<file path="src/rtl/cmx_consts.vh">
// constants for the cursor and memory extension register bank
// assumes inclusion by rtl/cmx_regs.v only
`ifndef CMX_CONSTS_VH
`define CMX_CONSTS_VH
// ****************************************
// register indices
// ****************************************
`define CMX_IDX_MODE     8'h45
`define CMX_IDX_ORGX_H   8'h46
`define CMX_IDX_ORGX_L   8'h47
`define CMX_IDX_ORGY_H   8'h48
`define CMX_IDX_ORGY_L   8'h49
`define CMX_IDX_FGSTK    8'h4A
`define CMX_IDX_BGSTK    8'h4B
`define CMX_IDX_STA_H    8'h4C
`define CMX_IDX_STA_L    8'h4D
`define CMX_IDX_DX       8'h4E
`define CMX_IDX_DY       8'h4F
`define CMX_IDX_SCTL2    8'h51
`define CMX_IDX_BFLG     8'h52
`define CMX_IDX_MCTL1    8'h53
`define CMX_IDX_MCTL2    8'h54
// ****************************************
// writable masks and reset values
// ****************************************
`define CMX_MSK_MODE     8'h13
`define CMX_MSK_HI3      8'h07
`define CMX_MSK_HI4      8'h0F
`define CMX_MSK_SKIP     8'h3F
`define CMX_MSK_SCTL2    8'h7F
`define CMX_MSK_MCTL1    8'h7F
`define CMX_MSK_MCTL2    8'h03
`define CMX_RST_ZERO     8'h00
`define CMX_RST_MCTL1    8'h08
// ****************************************
// field positions and codes
// ****************************************
`define CMX_BIT_ENB      0
`define CMX_BIT_CDE      1
`define CMX_BIT_RIGHT    4
`define CMX_BIT_SPLIT    6
`define CMX_BIT_ALPHA    0
`define CMX_BIT_WIN      5
`define CMX_BIT_NIBBLE   6
`define CMX_SWP_NONE     2'h0
`define CMX_SWP_WORD     2'h1
`define CMX_SWP_DWORD    2'h2
`define CMX_SWP_BE       2'h3
`define CMX_MMIO_LEGACY  2'h2
`define CMX_MMIO_BOTH    2'h3
`define CMX_BE_ALL       4'h0
`define CMX_BE_LOW       4'h3
`define CMX_BE_HIGH      4'hC
`define CMX_LAW_2MB      2'h2
`endif

</file>
<file path="src/rtl/cmx_regs.v">
// indexed register bank for graphics cursor and extended memory control
// assumes index/data port decode upstream; inputs are synchronous to i_clk
// Summary of operation
// [RULE1] delay extension bit is bit 3 of cursor fetch delay, low bits from sequencer
// [RULE2] right storage uses last 256 of 1K line at 4bpp, 512 of 2K at 8bpp
// [RULE3] software sets storage start low bits to 11 in right-storage mode
// [RULE4] left x is 11 bits, high three then low byte, upper bits reserved
// [RULE5] top y 11 bits; x and y position commit on y high write
// [RULE6] foreground stack of three bytes, write at pointer then advance
// [RULE7] background stack of three bytes shares the same pointer
// [RULE8] reading the cursor mode register clears the stack pointer
// [RULE9] storage start is 12 bits, high four then low byte
// [RULE10] six-bit horizontal pattern skip for partial cursor at left
// [RULE11] six-bit vertical pattern skip for partial cursor at top
// [RULE12] display start bits 19-18, ignored when extension register is used
// [RULE13] cpu base bits 19-18, ignored when extension register is used
// [RULE14] screen width bits 9-8; nonzero overrides the older width bit 8
// [RULE15] split transfer off bit suppresses split memory transfers
// [RULE16] software keeps split transfers enabled in enhanced modes
// [RULE17] bios flag byte is scratch, resets to zero
// [RULE18] alpha pitch only with linear addressing and window of 2MB or more
// [RULE19] linear swap 00 none, 01 word, 10 dword, 11 reserved
// [RULE20] mapped io select 00 off, 01 relocatable, 10 legacy, 11 both
// [RULE21] legacy window at A8000 or B8000, effective only at select 10
// [RULE22] nibble swap exchanges nibbles of bytes in linear accesses
// [RULE23] non-linear swap uses same codes; 11 follows byte enables
// [RULE24] byte enables 0000 reverse dword, 0011 or 1100 swap word, else none
// [RULE25] enable bit turns cursor on in enhanced modes only
// [RULE26] reserved bits read zero and ignore writes
`include "cmx_consts.vh"
`timescale 1ns/1ns
`default_nettype none
module cmx_regs
(
  input  wire        i_clk,
  input  wire        i_rst,
  input  wire [7:0]  i_index,
  input  wire        i_wr,
  input  wire        i_rd,
  input  wire [7:0]  i_wdata,
  input  wire [2:0]  i_seq_delay_lo,
  input  wire        i_enhanced_mode,
  input  wire        i_bpp8,
  input  wire        i_disp_start_ext_used,
  input  wire        i_cpu_base_ext_used,
  input  wire        i_old_width_bit8,
  input  wire        i_linear_en,
  input  wire [1:0]  i_law_size,
  input  wire        i_linear_access,
  input  wire        i_image_access,
  input  wire [3:0]  i_pci_be_n,
  input  wire [31:0] i_mem_data,
  output reg  [7:0]  o_rdata,
  output reg         o_cursor_on,
  output reg  [3:0]  o_cursor_delay,
  output reg         o_right_storage,
  output reg         o_right_2k_line,
  output reg  [10:0] o_cursor_left_x,
  output reg  [10:0] o_cursor_top_y,
  output reg  [23:0] o_fg_color,
  output reg  [23:0] o_bg_color,
  output reg  [11:0] o_cursor_store_base,
  output reg  [5:0]  o_pattern_skip_x,
  output reg  [5:0]  o_pattern_skip_y,
  output reg  [1:0]  o_display_start_hi,
  output reg  [1:0]  o_cpu_base_hi,
  output reg  [9:8]  o_screen_width_hi,
  output reg         o_split_transfer_off,
  output reg         o_alpha_pitch_active,
  output reg         o_mmio_reloc_en,
  output reg         o_mmio_legacy_en,
  output reg         o_legacy_window_high,
  output reg  [31:0] o_mem_data_swapped
);

  // ****************************************
  // swap function
  // ****************************************
  function [31:0] cmx_swap;
    input [1:0]  code;
    input [31:0] d;
    begin
      case (code)
        `CMX_SWP_WORD:  cmx_swap = {d[23:16], d[31:24], d[7:0], d[15:8]};
        `CMX_SWP_DWORD: cmx_swap = {d[7:0], d[15:8], d[23:16], d[31:24]};
        default:        cmx_swap = d;
      endcase
    end
  endfunction

  // ****************************************
  // register storage
  // ****************************************
  reg [7:0]  mode_r;
  reg [7:0]  orgx_h_r;
  reg [7:0]  orgx_l_r;
  reg [7:0]  orgy_h_r;
  reg [7:0]  orgy_l_r;
  reg [7:0]  fg_r [0:2];
  reg [7:0]  bg_r [0:2];
  reg [1:0]  stk_ptr_r;
  reg [7:0]  sta_h_r;
  reg [7:0]  sta_l_r;
  reg [7:0]  dx_r;
  reg [7:0]  dy_r;
  reg [7:0]  sctl2_r;
  reg [7:0]  bflg_r;
  reg [7:0]  mctl1_r;
  reg [7:0]  mctl2_r;
  reg [1:0]  stk_ptr_nxt;
  reg [7:0]  rdata_nxt;
  reg [1:0]  swap_code;
  reg [31:0] swapped;
  wire       wr_fg;
  wire       wr_bg;
  integer    k;
  integer    j;

  assign wr_fg = i_wr && (i_index == `CMX_IDX_FGSTK);
  assign wr_bg = i_wr && (i_index == `CMX_IDX_BGSTK);

  // ****************************************
  // stack pointer
  // ****************************************
  always @*
  begin
    stk_ptr_nxt = stk_ptr_r;
    if (wr_fg || wr_bg)
    begin
      stk_ptr_nxt = (stk_ptr_r == 2'h2) ? 2'h0 : stk_ptr_r + 2'h1; // RULE6
    end
    if (i_rd && (i_index == `CMX_IDX_MODE))
    begin
      stk_ptr_nxt = 2'h0; // RULE8
    end
  end

  // ****************************************
  // register writes
  // ****************************************
  always @(posedge i_clk or posedge i_rst)
  begin
    if (i_rst)
    begin
      mode_r    <= `CMX_RST_ZERO;
      orgx_h_r  <= `CMX_RST_ZERO;
      orgx_l_r  <= `CMX_RST_ZERO;
      orgy_h_r  <= `CMX_RST_ZERO;
      orgy_l_r  <= `CMX_RST_ZERO;
      stk_ptr_r <= 2'h0;
      sta_h_r   <= `CMX_RST_ZERO;
      sta_l_r   <= `CMX_RST_ZERO;
      dx_r      <= `CMX_RST_ZERO;
      dy_r      <= `CMX_RST_ZERO;
      sctl2_r   <= `CMX_RST_ZERO;
      bflg_r    <= `CMX_RST_ZERO;
      mctl1_r   <= `CMX_RST_MCTL1;
      mctl2_r   <= `CMX_RST_ZERO;
      for (k = 0; k < 3; k = k + 1)
      begin
        fg_r[k] <= `CMX_RST_ZERO;
        bg_r[k] <= `CMX_RST_ZERO;
      end
    end
    else
    begin
      stk_ptr_r <= stk_ptr_nxt;
      if (wr_fg)
      begin
        fg_r[stk_ptr_r] <= i_wdata; // RULE6
      end
      if (wr_bg)
      begin
        bg_r[stk_ptr_r] <= i_wdata; // RULE7
      end
      if (i_wr)
      begin
        case (i_index)
          `CMX_IDX_MODE:   mode_r   <= i_wdata & `CMX_MSK_MODE; // RULE26
          `CMX_IDX_ORGX_H: orgx_h_r <= i_wdata & `CMX_MSK_HI3; // RULE4
          `CMX_IDX_ORGX_L: orgx_l_r <= i_wdata; // RULE4
          `CMX_IDX_ORGY_H: orgy_h_r <= i_wdata & `CMX_MSK_HI3; // RULE5
          `CMX_IDX_ORGY_L: orgy_l_r <= i_wdata; // RULE5
          `CMX_IDX_STA_H:  sta_h_r  <= i_wdata & `CMX_MSK_HI4; // RULE9
          `CMX_IDX_STA_L:  sta_l_r  <= i_wdata; // RULE9
          `CMX_IDX_DX:     dx_r     <= i_wdata & `CMX_MSK_SKIP; // RULE10
          `CMX_IDX_DY:     dy_r     <= i_wdata & `CMX_MSK_SKIP; // RULE11
          `CMX_IDX_SCTL2:  sctl2_r  <= i_wdata & `CMX_MSK_SCTL2; // RULE26
          `CMX_IDX_BFLG:   bflg_r   <= i_wdata; // RULE17
          `CMX_IDX_MCTL1:  mctl1_r  <= i_wdata & `CMX_MSK_MCTL1; // RULE26
          `CMX_IDX_MCTL2:  mctl2_r  <= i_wdata & `CMX_MSK_MCTL2; // RULE26
          default:         mctl2_r  <= mctl2_r;
        endcase
      end
    end
  end

  // ****************************************
  // read mux
  // ****************************************
  always @*
  begin
    case (i_index)
      `CMX_IDX_MODE:   rdata_nxt = mode_r;
      `CMX_IDX_ORGX_H: rdata_nxt = orgx_h_r;
      `CMX_IDX_ORGX_L: rdata_nxt = orgx_l_r;
      `CMX_IDX_ORGY_H: rdata_nxt = orgy_h_r;
      `CMX_IDX_ORGY_L: rdata_nxt = orgy_l_r;
      `CMX_IDX_FGSTK:  rdata_nxt = (stk_ptr_r == 2'h3) ? 8'h00 : fg_r[stk_ptr_r];
      `CMX_IDX_BGSTK:  rdata_nxt = (stk_ptr_r == 2'h3) ? 8'h00 : bg_r[stk_ptr_r];
      `CMX_IDX_STA_H:  rdata_nxt = sta_h_r;
      `CMX_IDX_STA_L:  rdata_nxt = sta_l_r;
      `CMX_IDX_DX:     rdata_nxt = dx_r;
      `CMX_IDX_DY:     rdata_nxt = dy_r;
      `CMX_IDX_SCTL2:  rdata_nxt = sctl2_r;
      `CMX_IDX_BFLG:   rdata_nxt = bflg_r;
      `CMX_IDX_MCTL1:  rdata_nxt = mctl1_r;
      `CMX_IDX_MCTL2:  rdata_nxt = mctl2_r;
      default:         rdata_nxt = 8'h00;
    endcase
  end

  // ****************************************
  // data swap selection
  // ****************************************
  always @*
  begin
    swap_code = `CMX_SWP_NONE;
    if (i_image_access)
    begin
      swap_code = `CMX_SWP_NONE; // RULE23
    end
    else if (i_linear_access)
    begin
      swap_code = (mctl1_r[2:1] == `CMX_SWP_BE) ? `CMX_SWP_NONE : mctl1_r[2:1]; // RULE19
    end
    else if (!i_image_access)
    begin
      if (mctl2_r[1:0] != `CMX_SWP_BE)
      begin
        swap_code = mctl2_r[1:0]; // RULE23
      end
      else if (i_pci_be_n == `CMX_BE_ALL)
      begin
        swap_code = `CMX_SWP_DWORD; // RULE24
      end
      else if ((i_pci_be_n == `CMX_BE_LOW) || (i_pci_be_n == `CMX_BE_HIGH))
      begin
        swap_code = `CMX_SWP_WORD; // RULE24
      end
    end
    swapped = cmx_swap(swap_code, i_mem_data);
    if (i_linear_access && !i_image_access && mctl1_r[`CMX_BIT_NIBBLE])
    begin
      for (j = 0; j < 4; j = j + 1)
      begin
        swapped[j*8 +: 8] = {swapped[j*8 +: 4], swapped[j*8+4 +: 4]}; // RULE22
      end
    end
  end

  // ****************************************
  // output registers
  // ****************************************
  always @(posedge i_clk or posedge i_rst)
  begin
    if (i_rst)
    begin
      o_rdata              <= 8'h00;
      o_cursor_on          <= 1'b0;
      o_cursor_delay       <= 4'h0;
      o_right_storage      <= 1'b0;
      o_right_2k_line      <= 1'b0;
      o_cursor_left_x      <= 11'h000;
      o_cursor_top_y       <= 11'h000;
      o_fg_color           <= 24'h000000;
      o_bg_color           <= 24'h000000;
      o_cursor_store_base  <= 12'h000;
      o_pattern_skip_x     <= 6'h00;
      o_pattern_skip_y     <= 6'h00;
      o_display_start_hi   <= 2'h0;
      o_cpu_base_hi        <= 2'h0;
      o_screen_width_hi    <= 2'h0;
      o_split_transfer_off <= 1'b0;
      o_alpha_pitch_active <= 1'b0;
      o_mmio_reloc_en      <= 1'b0;
      o_mmio_legacy_en     <= 1'b0;
      o_legacy_window_high <= 1'b0;
      o_mem_data_swapped   <= 32'h00000000;
    end
    else
    begin
      o_rdata         <= i_rd ? rdata_nxt : o_rdata;
      o_cursor_on     <= mode_r[`CMX_BIT_ENB] & i_enhanced_mode; // RULE25
      o_cursor_delay  <= {mode_r[`CMX_BIT_CDE], i_seq_delay_lo}; // RULE1
      o_right_storage <= mode_r[`CMX_BIT_RIGHT]; // RULE2
      o_right_2k_line <= mode_r[`CMX_BIT_RIGHT] & i_bpp8; // RULE2
      if (i_wr && (i_index == `CMX_IDX_ORGY_H))
      begin
        o_cursor_left_x <= {orgx_h_r[2:0], orgx_l_r}; // RULE5
        o_cursor_top_y  <= {i_wdata[2:0], orgy_l_r}; // RULE5
      end
      o_fg_color           <= {fg_r[2], fg_r[1], fg_r[0]}; // RULE6
      o_bg_color           <= {bg_r[2], bg_r[1], bg_r[0]}; // RULE7
      o_cursor_store_base  <= {sta_h_r[3:0], sta_l_r}; // RULE9
      o_pattern_skip_x     <= dx_r[5:0]; // RULE10
      o_pattern_skip_y     <= dy_r[5:0]; // RULE11
      o_display_start_hi   <= i_disp_start_ext_used ? 2'h0 : sctl2_r[1:0]; // RULE12
      o_cpu_base_hi        <= i_cpu_base_ext_used ? 2'h0 : sctl2_r[3:2]; // RULE13
      o_screen_width_hi    <= (sctl2_r[5:4] != 2'h0) ? sctl2_r[5:4]
                              : {1'b0, i_old_width_bit8}; // RULE14
      o_split_transfer_off <= sctl2_r[`CMX_BIT_SPLIT]; // RULE15
      o_alpha_pitch_active <= mctl1_r[`CMX_BIT_ALPHA] & i_linear_en
                              & (i_law_size >= `CMX_LAW_2MB); // RULE18
      o_mmio_reloc_en      <= mctl1_r[3]; // RULE20
      o_mmio_legacy_en     <= mctl1_r[4]; // RULE20
      o_legacy_window_high <= (mctl1_r[4:3] == `CMX_MMIO_LEGACY)
                              & mctl1_r[`CMX_BIT_WIN]; // RULE21
      o_mem_data_swapped   <= swapped;
    end
  end

endmodule
`default_nettype wire

</file>
<file path="config.mk">
export PLATFORM = sky130hd
export DESIGN_NAME = cmx_regs
export DESIGN_NICKNAME = d
export VERILOG_FILES = /design/src/rtl/cmx_regs.v
export VERILOG_INCLUDE_DIRS = /design/src /design/src/rtl
export SDC_FILE = /design/constraint.sdc
export NUM_CORES = 1
export LEC_CHECK = 0
export ABC_AREA = 1
export CORE_MARGIN = 3
export CORE_UTILIZATION = 47
export DETAILED_ROUTE_END_ITERATION = 7
export DONT_BUFFER_PORTS = 1
export PLACE_DENSITY = 0.66
export SLEW_MARGIN = 15
export SYNTH_ARGS = -nofsm -noshare
export SYNTH_HDL_FRONTEND = slang
export SYNTH_SLANG_ARGS = --single-unit
</file>
<file path="constraint.sdc">
create_clock -name i_clk -period 9.85 [get_ports i_clk]
set_clock_uncertainty 0.05 [all_clocks]
set_input_delay 0.4925 -clock i_clk [delete_from_list [all_inputs] [get_ports i_clk]]
set_output_delay 0.4925 -clock i_clk [all_outputs]
set_load 0.05 [all_outputs]
</file>
==> metrics.txt, run 1 <==
compound-gate portion of the synthesized area 12.9%; Final Cycle Share 32.1%; Yosys top cell by area dfrtp_1; DRC 0; drt total wl 27.5 mm; final net count 1223; RSZ-0062 raised after global routing false; design area 0.0122 mm2; hold slack 0.0291 ns; count leader, synth nand2_1; worst hold path type input port to register; slowest stage cell, crit path inv_1; CP required 10.22 ns; Clock Latency Late Sink 0.53 ns; Max Clk Rate 0.317 GHz; Synth top area share 61.7%; Post-Synth Adder-Cell Area 0.228%; Cells after DPL 1428; area of the die 0.0252 mm2; Peak VDD IR 134 uV; Max-slew headroom 32.9%; xor/xnor cell area share of the yosys netlist 0%; DRT antenna net count 0; PD cells 204 mW/mm2; Area after DPL 0.0112 mm2; DR iter-0 viols 528; Initial Utilization 48.2%; postcts setup bufs 0; critical path, cell by cell or2_2 -> o21a_1 -> inv_1 -> ha_1 -> inv_1 -> o221ai_1 -> o21ai_0 -> nand2_1 -> o21a_1; Avg WL per Cell 18.5 um; Max Buffers Root-to-Sink 3; total track usage 21.5%; most frequent cells after synthesis nand2_1 (309), dfrtp_1 (271), o21ai_0 (161), nand3_1 (117), inv_1 (86); die width 159 um; layout cells sized above 1 6.66%; top cells by area, synth dfrtp_1 (62%), nand2_1 (11%), o21ai_0 (7.3%); proportion of synthesized area in mux cells 0%; Placement Rows 55; Final Max Tran Viols 0; hold buffer count at CTS 6; # resized after CTS 0; number of port buffers 0; first-pass GRT wire length 43.5 mm; min Tclk post-route 3.16 ns; filler instances 2066; Worst-Margin Slew 1.00 ns; final setup violation count 0; Vias/cell 5.38; Mapped Area 0.0110 mm2; crit-path max cell delay 0.83 ns; post-synthesis async set-or-reset flop share 100%; Clock Sinks 272; max_cap viols 0; antenna cells 0; pin count of the biggest net entering global routing 126; Worst Setup Start Kind register; critical path type register to register; crit path max fanout 38; Yosys Warn Count 0; Ports 221; EDFF count, synth 0; DPL Wire Length 19.1 mm; leak pwr 5.80 nW; largest family of logic cells by synthesized area simple AND/OR/NAND/NOR gates; Tot Pwr 2.48 mW; Post-Synth Simple-Gate Area 19.5%; clock buffer count from CTS 28; post-synthesis sequential area ratio 62.0%; Synth cell types 30; clock slew at reported path FFs 0.06 ns; number of synthesized register bits 272; Most used DFF post-synth dfrtp_1; status complete, no violations; Final Hold Viols 0; vias in the first global route 7664; non-filler cells, final 1485; setup TNS 0 ns; H-Tree Depth 1; initial antenna violation count 1; TritonRoute pass-1 iters 5; Die Ht 159 um; Worst Path Arrival 3.53 ns; GRT overflow 0; Syn-to-layout area delta 10.7%; Post-Syn Instances 1167; syn avg cell area 9.41 um2; syn_nets 1238; CTS tree yes; GP Congestion 0.857; root buffer cell clkbuf_16; via count of the routed design 7988; Worst Setup End Kind register; core area 0.0228 mm2
## per-stage QoR
step	utilization (%)	worst slack, ns
final	53.4	6.69
after global routing	53.4	6.36
after CTS	53.3	6.69
after detailed placement	49.1	6.56
after global placement	49.1	6.65
after floorplan	-	1.81
## layer usage
metal	vias up	track usage (%)	share of wire [%]
li1	3823	-	-
met1	3821	29.7	43
met2	293	32.4	44
met3	49	7.77	10
met4	2	5.69	2.3
met5	-	0	0.073
## final timing paths
path,start,endpoint,slack (ns),cells after the start
worst max-delay path,mctl1_r[2],o_mem_data_swapped[23],6.69,9
worst min-delay path,i_rd,o_rdata[3],0.03,2
worst max register to register,mctl1_r[2],o_mem_data_swapped[23],6.69,9
worst min register to register,fg_r[18],o_fg_color[2],0.35,0
max in group asynchronous,i_rst,o_mem_data_swapped[23],6.84,4
min in group asynchronous,i_rst,o_fg_color[22],0.60,2
## layout make-up
class / instances / area [um2] / share of cell area, %
Sequential cell: 272 / 6810 / 56.0
Inverter: 91 / 349 / 2.87
Timing Repair Buffer: 11 / 110 / 0.905
Tap cell: 313 / 392 / 3.22
Clock inverter: 8 / 73.8 / 0.607
Multi-Input combinational cell: 748 / 3600 / 29.6
Clock buffer: 42 / 835 / 6.86
## report_power, final
group          leakage (nW)  switching, mW  internal (mW)  total (mW)
sequential             3.60          0.157           1.17        1.32
combinational          1.76         0.0912         0.0342       0.125
clock                 0.443          0.421          0.609        1.03
## logic make-up after synthesis
family,Yosys count
AOI/OAI and AO/OA,243
buffers and inverters,147
DFF,272
adders and majority gates,2
and+or+nand+nor,503
## critical path: cells and delay by family, from the launching register on
kind	cells	cell delay (ns)
buffers and inverters	2	0.89
AO/OA/AOI/OAI	4	0.77
adder cells (fa/ha/maj)	1	0.49
flip-flops	1	0.43
AND/OR/NAND/NOR	2	0.41
## placed cells by master, fill, tap and decap left out, types with 9 or more instances in the layout
cell type    n
a221oi_1    12
dfrtp_1    271
inv_1       85
nand2_1    309
o21ai_0    161
a21oi_1     14
nand2_2     10
nor2_1      47
o221ai_1    18
clkbuf_16   29
nor2_2       9
o21a_1      32
nand3_1    117
## sequential cells by signal, indices dropped and copies added, names as in the netlist, 8 cells and up
signal and count:
o_cursor_store_base 12, fg_r 24, o_cursor_left_x 11, o_fg_color 24
o_cursor_top_y 11, o_mem_data_swapped 32, o_rdata 8, bg_r 24
orgx_l_r 8, o_bg_color 24, bflg_r 8, sta_l_r 8
orgy_l_r 8
(Power assumes the default switching activity.)
==> run 2: changes to the inputs <==
- clock period: 9.85 -> 3.29 ns (I/O delays scaled with it)
==> run 2 against run 1 <==
Critical path depth up 1. Flip-flop and latch count unchanged. Via count up 5.0%. Final cell count up 4.7%. Largest power group unchanged. Clock-buffer cell count down 5. Sequential power rose to 3.0 times the previous value. Sequential share of layout area down 3.4 points. Setup slack worse by 6.5 ns. Utilization up 3.4 points. Register-to-register slack worse by 6.5 ns.
==> metrics.txt, run 2 (same netlist as run 1, synthesis figures left out) <==
Worst-Margin Slew 0.878 ns (was 1.00 ns); non-filler cells, final 1555 (was 1485); crit path max fanout 19 (was 38); max reg flops 32 (unchanged); crit-path max cell delay 0.59 ns (was 0.83 ns); Register Area 0.00681 mm2 (unchanged); DRT antenna net count 0 (unchanged); worst hold path type input port to register (unchanged); drt total wl 28.6 mm (was 27.5 mm); filler instances 1926 (was 2066); Final Hold Viols 0 (unchanged); Clock Sinks 272 (unchanged); Ports 221 (unchanged); vias in the first global route 8230 (was 7664); most common cell after layout, fill and taps aside nand2_1 (unchanged); Clock Latency Late Sink 0.53 ns (about the same); Bufs and invs on worst path 4 (was 2); Max Clk Rate 0.327 GHz (was 0.317 GHz); Setup WS pre-CTS 0.539 ns (was 6.56 ns); critical path type register to register (unchanged); Initial Utilization 48.2% (unchanged); slowest stage cell, crit path dlygate4sd3_1 (was inv_1); status complete, no violations (unchanged); critical path launch point mctl1_r[2] (unchanged); RSZ-0062 raised after global routing false (unchanged); total track usage 22.7% (was 21.5%); DPL Wire Length 19.1 mm (about the same); Worst Path Arrival 3.48 ns (was 3.53 ns); H-Tree Depth 1 (unchanged); PD cells 593 mW/mm2 (was 204 mW/mm2); number of port buffers 0 (unchanged); via count of the routed design 8389 (was 7988); most frequent cells in the layout nand2_1 (309), dfrtp_1 (271), o21ai_0 (161) (unchanged); CTS tree yes (unchanged); antenna cells 0 (unchanged); Cells after DPL 1434 (was 1428); GP Congestion 0.847 (was 0.857); DR iter-0 viols 729 (was 528); max_cap viols 0 (unchanged); Tot Pwr 7.68 mW (was 2.48 mW); Max Buffers Root-to-Sink 3 (unchanged); Biggest register o_mem_data_swapped (unchanged); Worst Setup Start Kind register (unchanged); reg2reg start mctl1_r[2] (unchanged); first-pass GRT wire length 46.4 mm (was 43.5 mm); Max-slew headroom 41.2% (was 32.9%); Avg WL per Cell 18.4 um (was 18.5 um); TritonRoute pass-1 iters 6 (was 5); area of the die 0.0252 mm2 (unchanged); area of the multi-input gates 0.00360 mm2 (about the same); Area after DPL 0.0113 mm2 (was 0.0112 mm2); Final Max Tran Viols 0 (unchanged); min Tclk post-route 3.05 ns (was 3.16 ns); initial antenna violation count 0 (was 1); final setup violation count 0 (unchanged); pin count of the biggest net entering global routing 99 (was 126); design area 0.0129 mm2 (was 0.0122 mm2); Final Cycle Share 92.8% (was 32.1%); Peak VDD IR 300 uV (was 134 uV); layout cells sized above 1 7.65% (was 6.66%); Die Ht 159 um (unchanged); setup TNS 0 ns (unchanged); final worst setup slack 0.235 ns (was 6.69 ns); clock buffer count from CTS 28 (unchanged); Vias/cell 5.39 (was 5.38); leak pwr 6.13 nW (was 5.80 nW); Syn-to-layout area delta 17.8% (was 10.7%); Worst Setup End Kind register (unchanged); core area 0.0228 mm2 (unchanged); DRC 0 (unchanged); hold path start i_wr (was i_rd); GRT overflow 0 (unchanged); final net count 1292 (was 1223); clock slew at reported path FFs 0.07 ns (was 0.06 ns); r2r setup slk 0.24 ns (was 6.69 ns); root buffer cell clkbuf_16 (unchanged); CP required 3.72 ns (was 10.22 ns); die width 159 um (unchanged); critical path, cell by cell or2_2 -> o21a_1 -> inv_1 -> ha_1 -> clkinvlp_4 -> nand3_1 -> o21ai_0 -> dlygate4sd3_1 -> o21ai_0 -> dlygate4sd3_1 (was or2_2 -> o21a_1 -> inv_1 -> ha_1 -> inv_1 -> o221ai_1 -> o21ai_0 -> nand2_1 -> o21a_1); delay-heaviest family, CP buffers and inverters (unchanged); Placement Rows 55 (unchanged)
## run 2: changes by cell type in the layout (fill, tap and decap cells not counted), moves of 2 or more
cell and change:
dlygate4sd3_1 +63, clkbuf_1 -6, clkinvlp_4 +4, buf_12 +3
buf_4 +3, clkinv_2 +3, clkinv_1 -2
## run 2: cell type report
type | count | share of cell area, %
inverter | 91 | 2.75
clock buffer | 37 | 6.38
tap | 313 | 3.03
timing repair buffer | 80 | 6.36
clock inverter | 14 | 1.07
multi-input combinational | 748 | 27.8
sequential | 272 | 52.6
## run 2: routing by layer
metal	GRT usage [%]	part of all wire (%)	vias up
met5	0	0	-
met4	3.86	1.5	0
met3	6.89	9.7	41
met2	35.9	46	315
met1	31.9	43	4051
li1	-	-	3982
## run 2: report_power, final
part           total (mW)  internal, mW  leakage [nW]  switching [mW]
registers            3.96          3.49          3.60           0.467
logic               0.481         0.177          2.05           0.304
clock network        3.25          1.93         0.480            1.32
total                7.68          5.59          6.13            2.09
## run 2: path summary, 6_finish.rpt
kind	cells past startpoint	end
min in group asynchronous	2	o_cursor_store_base[10]
worst min register to register	0	o_fg_color[1]
max in group asynchronous	3	fg_r[22]
worst min-delay path	4	sta_l_r[6]
worst max-delay path	10	o_mem_data_swapped[11]
worst max register to register	10	o_mem_data_swapped[11]
## run 2: timing repair
item | CTS | global route
setup buffers | 0 | 0
endpoints found under the hold margin | 103 | 0
hold buffers | 69 | 0
endpoints found under the setup margin | 0 | 19
resized for setup | 0 | 4
## run 2: tightest hold or removal path, cell delays in order
cell and delay (ns):
inv_2 0.10, nor2_2 0.14, nand2_1 0.08, o21ai_0 0.07
## run 2: through the flow
stage,util [%],hold WS (ns)
finish,56.8,0.0187
CTS,56.7,0.00171
global placement,49.4,0.110
global route,56.8,0.0289
floorplan,-,0.146
detailed placement,49.4,0.107
==> run 3: changes to the inputs <==
- REMOVE_ABC_BUFFERS: not set -> 1
- clock period: 3.29 -> 3 ns (I/O delays scaled with it)
==> run 3 against run 2 <==
Wire length rose by 2.3%. Utilization decreased by 0.20 points. First-iteration DRC count decreased by 12%. Power up 6.0%. Register-to-register slack worse by 0.04 ns. Final cell count about the same. Non-clock buffer count is 5 higher. Via count is 0.74% higher. Sequential share of layout area increased by 0.18 points. Worst hold slack about the same. Die area unchanged. Critical path depth unchanged. Largest cell class unchanged.
==> metrics.txt, run 3 (same netlist as run 1, synthesis figures left out) <==
status complete, no violations (unchanged); sequential power share 53.3% (was 51.5%); hold slack 0.0190 ns (was 0.0187 ns); Final Max Tran Viols 0 (unchanged); Worst Path Arrival 3.21 ns (was 3.48 ns); min Tclk post-route 2.81 ns (was 3.05 ns); drt total wl 29.3 mm (was 28.6 mm); most common cell after layout, fill and taps aside nand2_1 (unchanged); DRT antenna net count 0 (unchanged); Max Clk Rate 0.356 GHz (was 0.327 GHz); crit path max fanout 18 (was 19); Worst Setup Start Kind register (unchanged); root buffer cell clkbuf_16 (unchanged); Setup WS pre-CTS 0.556 ns (was 0.539 ns); Max Buffers Root-to-Sink 3 (unchanged); TritonRoute pass-1 iters 5 (was 6); Avg WL per Cell 18.8 um (was 18.4 um); Placement Rows 55 (unchanged); die width 159 um (unchanged); DRC 0 (unchanged); number of port buffers 0 (unchanged); design area 0.0129 mm2 (about the same); vias in the first global route 8247 (was 8230); critical path, cell by cell or2_2 -> o21a_1 -> inv_1 -> ha_1 -> clkinvlp_4 -> buf_12 -> o221ai_1 -> o21ai_0 -> dlygate4sd3_1 -> o21ai_0 (was or2_2 -> o21a_1 -> inv_1 -> ha_1 -> clkinvlp_4 -> nand3_1 -> o21ai_0 -> dlygate4sd3_1 -> o21ai_0 -> dlygate4sd3_1); DR iter-0 viols 641 (was 729); DPL Wire Length 19.4 mm (was 19.1 mm); Clock power frac 40.1% (was 42.3%); Cells after DPL 1440 (was 1434); via count of the routed design 8451 (was 8389); Peak VDD IR 418 uV (was 300 uV); Initial Utilization 48.2% (unchanged); H-Tree Depth 1 (unchanged); Clock Latency Late Sink 0.53 ns (about the same); Max-slew headroom 41.1% (was 41.2%); final worst setup slack 0.195 ns (was 0.235 ns); cell-internal power 5.92 mW (was 5.59 mW); CTS tree yes (unchanged); Reg2Reg Capture Point o_mem_data_swapped[9] (was o_mem_data_swapped[11]); Vias/cell 5.43 (was 5.39); Clock Sinks 272 (unchanged); Die Ht 159 um (unchanged); layout cells sized above 1 7.32% (was 7.65%); switching portion of total power 27.2% (about the same); total track usage 22.9% (was 22.7%); Sw Pwr 2.22 mW (was 2.09 mW); final net count 1297 (was 1292); setup TNS 0 ns (unchanged); Bufs and invs on worst path 4 (unchanged); initial antenna violation count 0 (unchanged); Worst Setup End Kind register (unchanged); Tot Pwr 8.14 mW (was 7.68 mW); most frequent cells in the layout nand2_1 (309), dfrtp_1 (271), o21ai_0 (161) (unchanged); Biggest register o_mem_data_swapped (unchanged); Area after DPL 0.0113 mm2 (about the same); first-pass GRT wire length 46.5 mm (was 46.4 mm); Gate power share 6.7% (was 6.3%); worst hold path type input port to register (unchanged); non-filler cells, final 1556 (was 1555); Worst-Margin Slew 0.882 ns (was 0.878 ns); Util after Layout 56.6% (was 56.8%); critical path type register to register (unchanged); Final Cycle Share 93.5% (was 92.8%); crit-path max cell delay 0.61 ns (was 0.59 ns); Final Hold Viols 0 (unchanged); CP most frequent cell o21ai_0; PD cells 631 mW/mm2 (was 593 mW/mm2); Min-Delay Path Depth 2 (was 4); clock slew at reported path FFs 0.06 ns (was 0.07 ns); leak pwr 6.12 nW (was 6.13 nW); WHS Endpoint mctl1_r[6] (was sta_l_r[6]); hold path start i_wdata[6] (was i_wr); GP Congestion 0.846 (was 0.847); final setup violation count 0 (unchanged); slowest stage cell, crit path dlygate4sd3_1 (unchanged); Syn-to-layout area delta 17.4% (was 17.8%); core area 0.0228 mm2 (unchanged); GRT overflow 0 (unchanged); r2r setup slk 0.19 ns (was 0.24 ns); clock buffer count from CTS 28 (unchanged); pin count of the biggest net entering global routing 104 (was 99); delay-heaviest family, CP buffers and inverters (unchanged); worst r2r path cells 10 (unchanged); antenna cells 0 (unchanged); max_cap viols 0 (unchanged); area of the die 0.0252 mm2 (unchanged); Ports 221 (unchanged); reg2reg start mctl1_r[2] (unchanged); CP required 3.41 ns (was 3.72 ns); max reg flops 32 (unchanged)
run 3: worst max-delay path by stage:
stage	startpoint	to	slack, ns	cells after the start
after floorplan	i_rst	bflg_r[0]	-4.69	1
after global placement	mctl1_r[2]	o_mem_data_swapped[22]	0.68	9
after detailed placement	mctl1_r[2]	o_mem_data_swapped[1]	0.56	9
after CTS	mctl1_r[2]	o_mem_data_swapped[9]	0.04	9
after global routing	mctl1_r[2]	o_mem_data_swapped[9]	-0.004	10
final	mctl1_r[2]	o_mem_data_swapped[9]	0.19	10
run 3: power by group through the flow:
stage / logic (mW) / registers, mW / clock network [mW]
after global placement: 0.422 / 4.40 / 0
after detailed placement: 0.434 / 4.40 / 0
after floorplan: 0.301 / 4.35 / 0
after CTS: 0.535 / 4.33 / 3.33
after global routing: 0.612 / 4.35 / 3.50
final: 0.544 / 4.33 / 3.26
run 3: layout make-up:
cell class	instances	area, um2
fillers	1979	9880
flip-flops and latches	272	6810
multi-input cells	748	3610
repair buffers	85	866
clock buffers	37	774
well taps	313	392
inverters	91	353
clock inverters	10	96.3
run 3: worst register-to-register path, cell delays in order (launching register included):
cell           delay (ns)
dfrtp_1              0.42
or2_2                0.31
o21a_1               0.24
inv_1                0.07
ha_1                 0.21
clkinvlp_4           0.12
buf_12               0.16
o221ai_1             0.22
o21ai_0              0.20
dlygate4sd3_1        0.61
o21ai_0              0.13
run 3: repair_timing:
item	4_1_cts	5_1_grt
hold endpoints to repair	177	0
gates resized for setup	0	5
endpoints found under the setup margin	0	22
hold buffers	68	0
setup buffers	0	1
run 3: routing by layer:
layer	GRT usage (%)	part of all wire, %	vias up
met4	4.62	1.6	0
met5	0	0	-
met2	36.0	46	360
met3	7.38	10	37
li1	-	-	3973
met1	31.6	42	4081
